===== config.mk =====
export PLATFORM = sky130hd
export DESIGN_NAME = aux_test_output_select
export DESIGN_NICKNAME = d
export VERILOG_FILES = /design/src/hdl/aux_test_pkg.sv /design/src/hdl/aux_test_output_select.sv
export SDC_FILE = /design/constraint.sdc
export NUM_CORES = 1
export LEC_CHECK = 0
export ABC_AREA = 0
export BUFFER_PORTS_ARGS = -buffer_cell sky130_fd_sc_hd__buf_2
export CORE_ASPECT_RATIO = 0.5
export CORE_UTILIZATION = 45
export DETAILED_ROUTE_END_ITERATION = 8
export GPL_ROUTABILITY_DRIVEN = 0
export PLACE_DENSITY = 0.79
export SLEW_MARGIN = 10
export SYNTH_ARGS = -nofsm -noshare
export SYNTH_HDL_FRONTEND = slang
export SYNTH_SLANG_ARGS = --single-unit

===== constraint.sdc =====
create_clock -name clk -period 1.8 [get_ports clk]
set_input_delay 0.27 -clock clk [delete_from_list [all_inputs] [get_ports clk]]
set_output_delay 0.27 -clock clk [all_outputs]
set_load 0.01 [all_outputs]

===== src/hdl/aux_test_pkg.sv =====
package aux_test_pkg;

    // ------------------------------------------------------------------
    // register indices (byte address = 4 * index)
    // ------------------------------------------------------------------
    localparam logic [5:0] IDX_AUX_SEL    = 6'h38;
    localparam logic [5:0] IDX_DAC_ONE    = 6'h39;
    localparam logic [5:0] IDX_DAC_TWO    = 6'h3a;
    localparam logic [5:0] IDX_ADC_IQ     = 6'h3b;
    localparam logic [5:0] IDX_PROD_A     = 6'h3c;
    localparam logic [5:0] IDX_PROD_B     = 6'h3d;
    localparam logic [5:0] IDX_PROD_C     = 6'h3e;
    localparam logic [5:0] IDX_PROD_D     = 6'h3f;
    localparam logic [5:0] IDX_TEST_SEL   = 6'h31;

    // ------------------------------------------------------------------
    // reset values
    // ------------------------------------------------------------------
    localparam logic [7:0] RST_AUX_SEL    = 8'h00;
    localparam logic [7:0] RST_DAC        = 8'h00;
    localparam logic [7:0] RST_PROD_A     = 8'hff;
    localparam logic [7:0] RST_PROD_B     = 8'h00;
    localparam logic [7:0] RST_PROD_C     = 8'h03;
    localparam logic [7:0] RST_PROD_D     = 8'h00;
    localparam logic [2:0] RST_TEST_SEL   = 3'h0;

    // ------------------------------------------------------------------
    // field positions
    // ------------------------------------------------------------------
    localparam int FIRST_SEL_LSB  = 4;
    localparam int SECOND_SEL_LSB = 0;
    localparam int DAC_VALUE_MSB  = 5;
    localparam int ADC_I_LSB      = 4;
    localparam int ADC_Q_LSB      = 0;

    // ------------------------------------------------------------------
    // selector codes
    // ------------------------------------------------------------------
    localparam logic [3:0] SEL_TRISTATE   = 4'h0;
    localparam logic [3:0] SEL_TEST_DAC   = 4'h1;
    localparam logic [3:0] SEL_CORR_ONE   = 4'h2;
    localparam logic [3:0] SEL_MIN_LEVEL  = 4'h4;
    localparam logic [3:0] SEL_ADC_I      = 4'h5;
    localparam logic [3:0] SEL_ADC_Q      = 4'h6;
    localparam logic [3:0] SEL_HIGH       = 4'ha;
    localparam logic [3:0] SEL_LOW        = 4'hb;
    localparam logic [3:0] SEL_TX_WINDOW  = 4'hc;
    localparam logic [3:0] SEL_RX_WINDOW  = 4'hd;
    localparam logic [3:0] SEL_SUBCARRIER = 4'he;
    localparam logic [3:0] SEL_TEST_BUS   = 4'hf;

    // frame phase reported by the transceiver
    typedef enum logic [2:0] {
        PH_IDLE   = 3'h0,
        PH_START  = 3'h1,
        PH_DATA   = 3'h2,
        PH_PARITY = 3'h3,
        PH_CRC    = 3'h4
    } frame_phase_e;

    // frame status from the transceiver
    typedef struct packed {
        frame_phase_e txPhase;     // transmit frame phase
        frame_phase_e rxPhase;     // receive frame phase
        logic         baseRate;    // 1: 106 kBd, 0: a higher rate
        logic         subcarrier;  // subcarrier detected
    } frame_status_s;

    // analog-side samples
    typedef struct packed {
        logic [3:0] adcI;          // I-channel sample
        logic [3:0] adcQ;          // Q-channel sample
        logic [5:0] minimum_signal_level;      // minimum signal level
        logic       corrOne;       // correlator signal one
    } analog_in_s;

    // drive for one auxiliary pin
    typedef struct packed {
        logic       digital;       // digital level when analogEn low
        logic       oe;            // pin driven
        logic       analogEn;      // current-source DAC drives pin
        logic [5:0] dacValue;      // code for that DAC
    } aux_drive_s;

endpackage : aux_test_pkg


===== src/hdl/aux_test_output_select.sv =====
// Our own choice: register access over Avalon-MM.
`timescale 1ns/100ps
`default_nettype none

module aux_test_output_select (
    input  wire logic                        clk,              // 100 MHz clock
    input  wire logic                        nrst,             // sync reset, active low
    input  wire logic [7:0]                  avsAddress,       // byte address
    input  wire logic                        avsRead,          // read request
    input  wire logic                        avsWrite,         // write request
    input  wire logic [31:0]                 avsWritedata,     // write data
    input  wire logic [3:0]                  avsByteenable,    // byte lanes
    output logic [31:0]                      avsReaddata,      // read data
    output logic                             avsWaitrequest,   // stall
    output logic [1:0]                       avsResponse,      // 00 ok, 10 slave error
    input  wire aux_test_pkg::frame_status_s frameStatus,      // transceiver status
    input  wire aux_test_pkg::analog_in_s    analogIn,         // analog samples
    input  wire logic [7:0]                  testBus,          // internal test bus
    output aux_test_pkg::aux_drive_s         firstTestPin,     // first pin drive
    output aux_test_pkg::aux_drive_s         secondTestPin     // second pin drive
);

    // ------------------------------------------------------------------
    // registers
    // ------------------------------------------------------------------
    // software-visible storage
    logic [7:0] auxSel_q;
    logic [5:0] dacOne_q;
    logic [5:0] dacTwo_q;
    logic [1:0] dacOneRsvd_q;
    logic [7:0] prodTest_q [4];
    logic [2:0] testBusBitChoice_q;
    // bus answer state
    logic       ack_q;
    logic [31:0] readData_q;
    logic [1:0] resp_q;
    aux_test_pkg::aux_drive_s firstDrive_q;
    aux_test_pkg::aux_drive_s secondDrive_q;
    aux_test_pkg::aux_drive_s firstDrive_d;
    aux_test_pkg::aux_drive_s secondDrive_d;

    // ------------------------------------------------------------------
    // bus decode
    // ------------------------------------------------------------------
    logic [5:0] regIdx;
    logic       req;
    logic       wrLow;
    logic       mapped;

    // ack masks the second cycle of a held request
    assign regIdx = avsAddress[7:2];
    assign req    = (avsRead | avsWrite) & ~ack_q;
    assign wrLow  = avsWrite & req & avsByteenable[0];

    // one strobe per writable register, except wrProd, which serves all four scratch bytes
    logic wrSel;
    logic wrDacOne;
    logic wrDacTwo;
    logic wrProd;
    logic wrTestSel;

    assign wrSel     = wrLow & (regIdx == aux_test_pkg::IDX_AUX_SEL);
    assign wrDacOne  = wrLow & (regIdx == aux_test_pkg::IDX_DAC_ONE);
    assign wrDacTwo  = wrLow & (regIdx == aux_test_pkg::IDX_DAC_TWO);
    assign wrProd    = wrLow & (regIdx >= aux_test_pkg::IDX_PROD_A);
    assign wrTestSel = wrLow & (regIdx == aux_test_pkg::IDX_TEST_SEL);

    // which indices answer without error
    function automatic logic isMapped(input logic [5:0] idx);
        isMapped = (idx == aux_test_pkg::IDX_TEST_SEL) ||
                   (idx >= aux_test_pkg::IDX_AUX_SEL);
    endfunction : isMapped

    // unmapped indices answer with slave error
    assign mapped = isMapped(regIdx);

    // one wait cycle: answer on the edge after the request is seen
    assign avsWaitrequest = (avsRead | avsWrite) & ~ack_q;
    assign avsReaddata    = readData_q;
    assign avsResponse    = resp_q;

    // ack pulses for one cycle so a held request is taken once
    always_ff @(posedge clk) begin
        if (!nrst) begin
            ack_q <= 1'b0;
        end else begin
            ack_q <= req;
        end
    end

    // ------------------------------------------------------------------
    // writable registers
    // ------------------------------------------------------------------
    // pin selectors; reset leaves both pins high impedance
    always_ff @(posedge clk) begin
        if (!nrst) begin
            auxSel_q <= aux_test_pkg::RST_AUX_SEL;
        end else if (wrSel) begin
            auxSel_q <= avsWritedata[7:0];
        end
    end

    // test DAC one value; reserved bits 7:6 read as zero
    always_ff @(posedge clk) begin
        if (!nrst) begin
            dacOne_q <= aux_test_pkg::RST_DAC[5:0];
        end else if (wrDacOne) begin
            dacOne_q <= avsWritedata[aux_test_pkg::DAC_VALUE_MSB:0];
        end
    end

    // test DAC two value; reserved bits 7:6 read as zero
    always_ff @(posedge clk) begin
        if (!nrst) begin
            dacTwo_q <= aux_test_pkg::RST_DAC[5:0];
        end else if (wrDacTwo) begin
            dacTwo_q <= avsWritedata[aux_test_pkg::DAC_VALUE_MSB:0];
        end
    end

    // production-test scratch; no function, just keeps its value
    always_ff @(posedge clk) begin
        if (!nrst) begin
            prodTest_q[0] <= aux_test_pkg::RST_PROD_A;
            prodTest_q[1] <= aux_test_pkg::RST_PROD_B;
            prodTest_q[2] <= aux_test_pkg::RST_PROD_C;
            prodTest_q[3] <= aux_test_pkg::RST_PROD_D;
        end else if (wrProd) begin
            prodTest_q[regIdx[1:0]] <= avsWritedata[7:0];
        end
    end

    // test-bus bit choice
    always_ff @(posedge clk) begin
        if (!nrst) begin
            testBusBitChoice_q <= aux_test_pkg::RST_TEST_SEL;
        end else if (wrTestSel) begin
            testBusBitChoice_q <= avsWritedata[2:0];
        end
    end

    // reserved bits hold no storage
    assign dacOneRsvd_q = 2'h0;

    // ------------------------------------------------------------------
    // read path
    // ------------------------------------------------------------------
    // response code, set as each request is taken
    always_ff @(posedge clk) begin
        if (!nrst) begin
            resp_q <= 2'h0;
        end else if (req) begin
            resp_q <= mapped ? 2'h0 : 2'h2;
        end
    end

    // adc register is live state; writes to it are dropped
    always_ff @(posedge clk) begin
        if (!nrst) begin
            readData_q <= 32'h0000_0000;
        end else if (req) begin
            readData_q <= 32'h0000_0000;
            if (avsRead) begin
                unique case (regIdx)
                    aux_test_pkg::IDX_AUX_SEL: readData_q[7:0] <= auxSel_q;
                    aux_test_pkg::IDX_DAC_ONE: readData_q[7:0] <= {dacOneRsvd_q, dacOne_q};
                    aux_test_pkg::IDX_DAC_TWO: readData_q[7:0] <= {2'h0, dacTwo_q};
                    aux_test_pkg::IDX_ADC_IQ:  readData_q[7:0] <=
                        {analogIn.adcI, analogIn.adcQ};
                    // scratch bytes read back as written
                    aux_test_pkg::IDX_PROD_A,
                    aux_test_pkg::IDX_PROD_B,
                    aux_test_pkg::IDX_PROD_C,
                    aux_test_pkg::IDX_PROD_D:  readData_q[7:0] <= prodTest_q[regIdx[1:0]];
                    aux_test_pkg::IDX_TEST_SEL: readData_q[7:0] <= {5'h00, testBusBitChoice_q};
                    // unmapped indices read zero
                    default:                   readData_q[7:0] <= 8'h00;
                endcase
            end
        end
    end

    // ------------------------------------------------------------------
    // activity windows
    // ------------------------------------------------------------------
    // activity levels shared by both pins
    logic txWindow;
    logic rxWindow;
    logic subcarrierWin;

    // at 106 kBd the transmit window also covers the start bit
    always_comb begin
        txWindow = 1'b0;
        rxWindow = 1'b0;
        if (frameStatus.baseRate) begin
            txWindow = frameStatus.txPhase inside {aux_test_pkg::PH_START,
                       aux_test_pkg::PH_DATA, aux_test_pkg::PH_PARITY,
                       aux_test_pkg::PH_CRC};
            rxWindow = frameStatus.rxPhase inside {aux_test_pkg::PH_DATA,
                       aux_test_pkg::PH_PARITY, aux_test_pkg::PH_CRC};
        end else begin
            // higher rates: no start bit or parity
            txWindow = frameStatus.txPhase inside {aux_test_pkg::PH_DATA,
                       aux_test_pkg::PH_CRC};
            rxWindow = frameStatus.rxPhase inside {aux_test_pkg::PH_DATA,
                       aux_test_pkg::PH_CRC};
        end
    end

    // meaningless at the base rate, so held low there
    assign subcarrierWin = frameStatus.subcarrier & ~frameStatus.baseRate &
                           (frameStatus.rxPhase inside {aux_test_pkg::PH_DATA,
                            aux_test_pkg::PH_CRC});

    // ------------------------------------------------------------------
    // pin multiplexer
    // ------------------------------------------------------------------
    // one selector to one pin drive; the same code set serves both pins
    function automatic aux_test_pkg::aux_drive_s pinDrive(
        input logic [3:0] sel,
        input logic [5:0] dacValue,
        input logic       txWin,
        input logic       rxWin,
        input logic       scWin,
        input logic       busBit,
        input aux_test_pkg::analog_in_s ain
    );
        aux_test_pkg::aux_drive_s d;
        d = '0;
        unique case (sel)
            aux_test_pkg::SEL_TRISTATE: d.oe = 1'b0;
            // each pin takes its own DAC value
            aux_test_pkg::SEL_TEST_DAC: begin
                d.oe       = 1'b1;
                d.analogEn = 1'b1;
                d.dacValue = dacValue;
            end
            // correlator leaves as a plain level
            aux_test_pkg::SEL_CORR_ONE: begin
                d.oe      = 1'b1;
                d.digital = ain.corrOne;
            end
            aux_test_pkg::SEL_MIN_LEVEL: begin
                d.oe       = 1'b1;
                d.analogEn = 1'b1;
                d.dacValue = ain.minimum_signal_level;
            end
            // 4-bit sample fills the DAC top bits
            aux_test_pkg::SEL_ADC_I: begin
                d.oe       = 1'b1;
                d.analogEn = 1'b1;
                d.dacValue = {ain.adcI, 2'h0};
            end
            aux_test_pkg::SEL_ADC_Q: begin
                d.oe       = 1'b1;
                d.analogEn = 1'b1;
                d.dacValue = {ain.adcQ, 2'h0};
            end
            // fixed levels for probing the pad
            aux_test_pkg::SEL_HIGH: begin
                d.oe      = 1'b1;
                d.digital = 1'b1;
            end
            aux_test_pkg::SEL_LOW: begin
                d.oe      = 1'b1;
                d.digital = 1'b0;
            end
            // windows follow the frame phase
            aux_test_pkg::SEL_TX_WINDOW: begin
                d.oe      = 1'b1;
                d.digital = txWin;
            end
            aux_test_pkg::SEL_RX_WINDOW: begin
                d.oe      = 1'b1;
                d.digital = rxWin;
            end
            // held low at base rate by the window
            aux_test_pkg::SEL_SUBCARRIER: begin
                d.oe      = 1'b1;
                d.digital = scWin;
            end
            // bit picked by the choice register
            aux_test_pkg::SEL_TEST_BUS: begin
                d.oe      = 1'b1;
                d.digital = busBit;
            end
            // reserved codes leave the pin undriven
            default: d.oe = 1'b0;
        endcase
        return d;
    endfunction : pinDrive

    // three choice bits cover all bus lines
    logic busBit;
    assign busBit = testBus[testBusBitChoice_q];

    // each pin has its own nibble of the selector register
    always_comb begin
        firstDrive_d  = pinDrive(auxSel_q[aux_test_pkg::FIRST_SEL_LSB +: 4], dacOne_q,
                                 txWindow, rxWindow, subcarrierWin, busBit,
                                 analogIn);
        secondDrive_d = pinDrive(auxSel_q[aux_test_pkg::SECOND_SEL_LSB +: 4], dacTwo_q,
                                 txWindow, rxWindow, subcarrierWin, busBit,
                                 analogIn);
    end

    // registered pin drive: one cycle of latency buys glitch-free pins
    always_ff @(posedge clk) begin
        if (!nrst) begin
            firstDrive_q <= '0;
        end else begin
            firstDrive_q <= firstDrive_d;
        end
    end

    // second pin, same latency so both move together
    always_ff @(posedge clk) begin
        if (!nrst) begin
            secondDrive_q <= '0;
        end else begin
            secondDrive_q <= secondDrive_d;
        end
    end

    // pins come straight from flops
    assign firstTestPin  = firstDrive_q;
    assign secondTestPin = secondDrive_q;

endmodule : aux_test_output_select

`default_nettype wire


# ---- Yosys cells after proc, flatten, opt, wreduce, memory -nomap -nowiden
# Memories as Yosys holds them, arrays and structs flattened.
# Cells that the tools add are included.
dict set report word_totals {
  reg_bits 52
  memories 1
  mem_bits_rw 32
}
dict set report op_classes {
  n_reduce_logical 9
  n_bitwise 13
  n_lt_le_gt_ge 3
  eq_ne 38
  mux 20
}
# memory words word_bits read_ports rd_clocked_by_memory_dff write_ports line
set memory_table {}
lappend memory_table {prodTest_q 4 8 1 0 4 aux_test_output_select.sv:31} ;# logic [7:0] prodTest_q [4];
# cell count
set ops {}
lappend ops {{$pmux W7 S4} 2}
lappend ops {{$eq A6 B6 Y1 const B} 9}
lappend ops {{$eq A4 B4 Y1 const B} 12}
lappend ops {{$pmux W8 S6} 1}
lappend ops {{$eq A4 B3 Y1 const B} 6}
lappend ops {{$reduce_or A11 Y1} 2}
lappend ops {{$mux W8} 2}
lappend ops {{$eq A3 B2 Y1 const B} 4}
lappend ops {{$ge A6 B6 Y1 const B} 2}
lappend ops {{$pmux W1 S6} 2}
lappend ops {{$and A1 B1 Y1} 10}
lappend ops {{$mux W1} 10}
lappend ops {{$eq A4 B1 Y1 const B} 2}
lappend ops {{$eq A4 B2 Y1 const B} 2}
lappend ops {{$reduce_or A8 Y1} 1}
lappend ops {{$eq A3 B3 Y1 const B} 2}
lappend ops {{$lt A3 B4 Y1 const B} 1}
lappend ops {{$mux W2} 2}
lappend ops {{$reduce_bool A2 Y1} 2}
lappend ops {{$reduce_bool A4 Y1} 1}
lappend ops {{$reduce_or A4 Y1} 1}
lappend ops {{$bmux W1 S3} 1}
lappend ops {{$eq A3 B1 Y1 const B} 1}
lappend ops {{$reduce_bool A3 Y1} 1}
lappend ops {{3 further kinds} 4}

# ---- Longest topological paths before layout
dict set report logic_depth {
  ltp_word 10
  mapped_depth 6
  ltp_nobuf 4
}

# ---- Least setup slack after synthesis
# No wires, ideal clock.
dict set report synth_timing {
  kind {input port to flip-flop}
  start {input avsAddress[7]}
  end {memory prodTest_q[1][0] (enable)}
  arrival_time_ps 1378
  slack_ps 38
  n_path_buf 1
  stages 4
  required_ps 1416
  cell_sequence {and4_1 buf_2 nand2_1 o21ai_0}
}
# item line
set synth_rtl {}
lappend synth_rtl {{from (decl)} aux_test_output_select.sv:8} ;# input wire logic [7:0] avsAddress,
lappend synth_rtl {{to (decl)} aux_test_output_select.sv:31}

# ---- Worst setup path after layout
dict set report layout_timing {
  start {register testBusBitChoice_q[1]}
  end {register secondDrive_q (netlist bit secondTestPin[8])}
}
dict set report layout_via {
  elab_chain_cells 3
}
# item line
set layout_lines {}
lappend layout_lines {{from (decl)} aux_test_output_select.sv:32} ;# logic [2:0] testBusBitChoice_q;
lappend layout_lines {{from (signal assigned)} aux_test_output_select.sv:136} ;# testBusBitChoice_q <= aux_test_pkg::RST_TEST_SEL;
lappend layout_lines {{from (signal assigned)} aux_test_output_select.sv:138} ;# testBusBitChoice_q <= avsWritedata[2:0];
lappend layout_lines {{$bmux W1 S3} aux_test_output_select.sv:295} ;# assign busBit = testBus[testBusBitChoice_q];
lappend layout_lines {{$mux W1 (not written as such)} aux_test_output_select.sv:295}
lappend layout_lines {{$pmux W1 S6} aux_test_output_select.sv:230} ;# unique case (sel)
lappend layout_lines {{to (signal assigned)} aux_test_output_select.sv:321} ;# secondDrive_q <= secondDrive_d;
lappend layout_lines {{to (decl)} aux_test_output_select.sv:38} ;# aux_test_pkg::aux_drive_s secondDrive_q;
# Every way passes these cells. The select of a mux whose other input is x is not followed.
# A chain may end at the register's enable or synchronous reset.

==> impl_metrics.json <==
{
  "status": "finished with violations",
  "violations": "design-rule violations",
  "final-hold-violation-count": 0,
  "setup_tns_ns": 0,
  "rows": 24,
  "clock_tree.root_cell": "clkbuf_16",
  "drtAntennaViolNets": 0,
  "use_met3_pct": 6.10,
  "fmax_ghz": 0.602,
  "start_util_pct": 47.1,
  "end_kind": "flip-flop",
  "power.leakage_nw": 2.01,
  "finalCritPeriodShare_pct": 92.3,
  "yosys_warnings": 0,
  "core_area_um2": 8860,
  "cp.arrival_ns": 1.89,
  "cts_buffer_depth": 2,
  "ys.flop_type": "dfxtp_1",
  "drv_cap": 0,
  "synth.avg_cell_area_um2": 11.0,
  "synth.distinct_cells": 53,
  "wl_per_cell_um": 17.2,
  "busiest_layer": "met1",
  "use_met2_pct": 32.4,
  "hpwl_um": 7750,
  "maxSlewViolCount": 0,
  "reg2reg_from": "testBusBitChoice_q[1]$_SDFFE_PN0P_",
  "layout_setup_ws_ns": 0.139,
  "grtUsageTotal_pct": 22.5,
  "port_buffers": 77,
  "dr.pass1.iters": 7,
  "synth_area_um2": 4170,
  "vias": 3258,
  "clock-sinks": 83,
  "synth-edff-count": 32,
  "syn-instance-count": 379,
  "path_clk_slew_ns": 0.06,
  "diodes": 0,
  "min_from": "analogIn[2]",
  "crit_type": "reg2reg",
  "powerDensity_nw_per_um2": 833,
  "drc": 16,
  "cts_resized": 0,
  "clk_latency_ns": 0.35,
  "drt-vias-per-instance": 5.50,
  "period_needed_ns": 1.66,
  "drive_gt1_share_pct": 31.2,
  "worstSetupStartpointType": "flip-flop",
  "place_ws_ns": 0.0648,
  "fp.dieH_um": 70.1,
  "hold_slack_ns": 0.178,
  "final_nets": 549,
  "synthToLayoutAreaGrowth_pct": 20.2,
  "dieArea_um2": 9690,
  "synth_seq_cells": 83,
  "crit_fanout": 4,
  "setup_viol": 0,
  "grt_util_met1_pct": 32.7,
  "cts_buffers": 9,
  "fin_skew_ns": 0.00633,
  "drt_iter0_drc": 428,
  "hold_path_class": "in2reg",
  "grt_pass1_vias": 3018,
  "post_cts_buffers": 0,
  "worstPathRequired_ns": 2.03,
  "grt_pass1_wl_um": 16400,
  "routed_wl_um": 10200,
  "tritoncts": "built",
  "cts_hold_buf": 0,
  "ir_worst_vdd_uv": 460,
  "ys_seq_area_share_pct": 47.5,
  "grt_max_degree": 36,
  "grt-ovfl-total": 0,
  "antenna_found_initial": 0,
  "fp.dieW_um": 138,
  "grt_setup_unrepaired": "false",
  "synthArstFlopShare_pct": 0,
  "startpoint": "testBusBitChoice_q[1]$_SDFFE_PN0P_",
  "io-pin-count": 132,
  "cts_max_level": 3
}
==> critical path, cell delays in order (launching register included) <==
cell,delay [ns]
dfxtp_1,0.43
mux4_2,0.53
mux2_2,0.34
a21oi_1,0.16
o31ai_1,0.08
==> cells by family (layout without fill, tap and decap cells) <==
| family | after synthesis | count (layout) | share of synthesized area [%] |
|---|---|---|---|
| xor gates and xnor gates | 1 | 1 | 0.210 |
| buffers and inverters | 54 | 126 | 7.62 |
| other | 1 | 25 | 0.0899 |
| AOI/OAI and AO/OA | 63 | 63 | 11.9 |
| muxes | 41 | 41 | 14.8 |
| and+or+nand+nor | 136 | 136 | 18.0 |
| DFF | 83 | 83 | 47.5 |
==> final cells by class <==
type                            instances  area, um^2
Clock inverter                          7        77.6
Inverter                               10        37.5
Multi-Input combinational cell        266        1960
Fill cell                             746        3840
Tap cell                              117         146
Timing Repair Buffer                  100         583
Clock buffer                            9         225
Sequential cell                        83        1980
==> power breakdown <==
| group | switching [mW] | internal, mW |
|---|---|---|
| logic | 0.198 | 0.135 |
| registers | 0.0104 | 1.97 |
| clock network | 0.783 | 1.08 |
==> sequential cells by signal, summed over array words and instances, names as in the netlist <==
name / flops
auxSel_q: 8
dacOne_q: 6
secondTestPin: 9
firstTestPin: 9
ack_q: 1
prodTest_q: 32
dacTwo_q: 6
testBusBitChoice_q: 3
avsResponse: 1
avsReaddata: 8
==> cells in the mapped netlist, types with 3 or more instances <==
| cell | n | share of area (%) |
|---|---|---|
| o21ai_0 | 3 | 0.36 |
| and2_1 | 24 | 3.6 |
| a222oi_1 | 8 | 1.9 |
| or2_2 | 7 | 1.0 |
| nor2b_1 | 6 | 0.90 |
| a22o_1 | 10 | 2.1 |
| nor2_1 | 48 | 4.3 |
| dfxtp_1 | 51 | 24 |
| a21oi_1 | 7 | 0.84 |
| mux4_2 | 15 | 8.1 |
| buf_4 | 27 | 4.9 |
| buf_2 | 4 | 0.48 |
| nand2b_1 | 7 | 1.0 |
| nand3_1 | 5 | 0.60 |
| nor3_1 | 5 | 0.60 |
| clkbuf_1 | 10 | 0.90 |
| o21ai_1 | 5 | 0.60 |
| o21a_1 | 4 | 0.72 |
| nand2_1 | 13 | 1.2 |
| a211oi_1 | 4 | 0.72 |
| edfxtp_1 | 32 | 23 |
| mux2i_1 | 24 | 5.8 |
| a22oi_1 | 15 | 2.7 |
| inv_1 | 9 | 0.81 |
==> cells in the final DEF (no fill, tap or decap), drive strengths merged, types with 7 or more instances in the layout <==
master  synthesis  layout
mux4           16      16
nor2           48      48
a222oi          8       8
a22oi          15      15
clkbuf         11       9
dfxtp          51      51
a22o           10      10
conb            1      25
nand2b          7       7
buf            33     100
o21ai           8       8
or2             9       9
nand2          14      14
edfxtp         32      32
a21oi           7       7
inv            10      11
mux2i          24      24
and2           26      26
==> final timing paths <==
check	slack [ns]	endpoint	cells after the start
max	0.14	secondTestPin[8]$_SDFF_PN0_	4
min	0.18	secondTestPin[1]$_SDFF_PN0_	3
max reg2reg	0.14	secondTestPin[8]$_SDFF_PN0_	4
min reg2reg	0.45	avsReaddata[7]$_SDFFE_PN0N_	2
==> stage by stage <==
| stage | power, mW | util (%) | cells | area [um^2] |
|---|---|---|---|---|
| final | 4.18 | 56.6 | 592 | 5010 |
| after global routing | 4.31 | 56.6 | 592 | 5010 |
| after CTS | 4.20 | 56.6 | 592 | 5010 |
| after detailed placement | 2.35 | 53.2 | 576 | 4710 |
| after global placement | 2.34 | 53.2 | 576 | 4710 |
| after floorplan | 2.23 | - | 403 | 4260 |
==> routing by layer <==
layer / vias up / wire length (um)
met1: 1534 / 4690
met2: 182 / 4360
met5: - / 0
met4: 0 / 159
li1: 1523 / -
met3: 19 / 979
No activity file was read; power rests on OpenSTA's default activity.
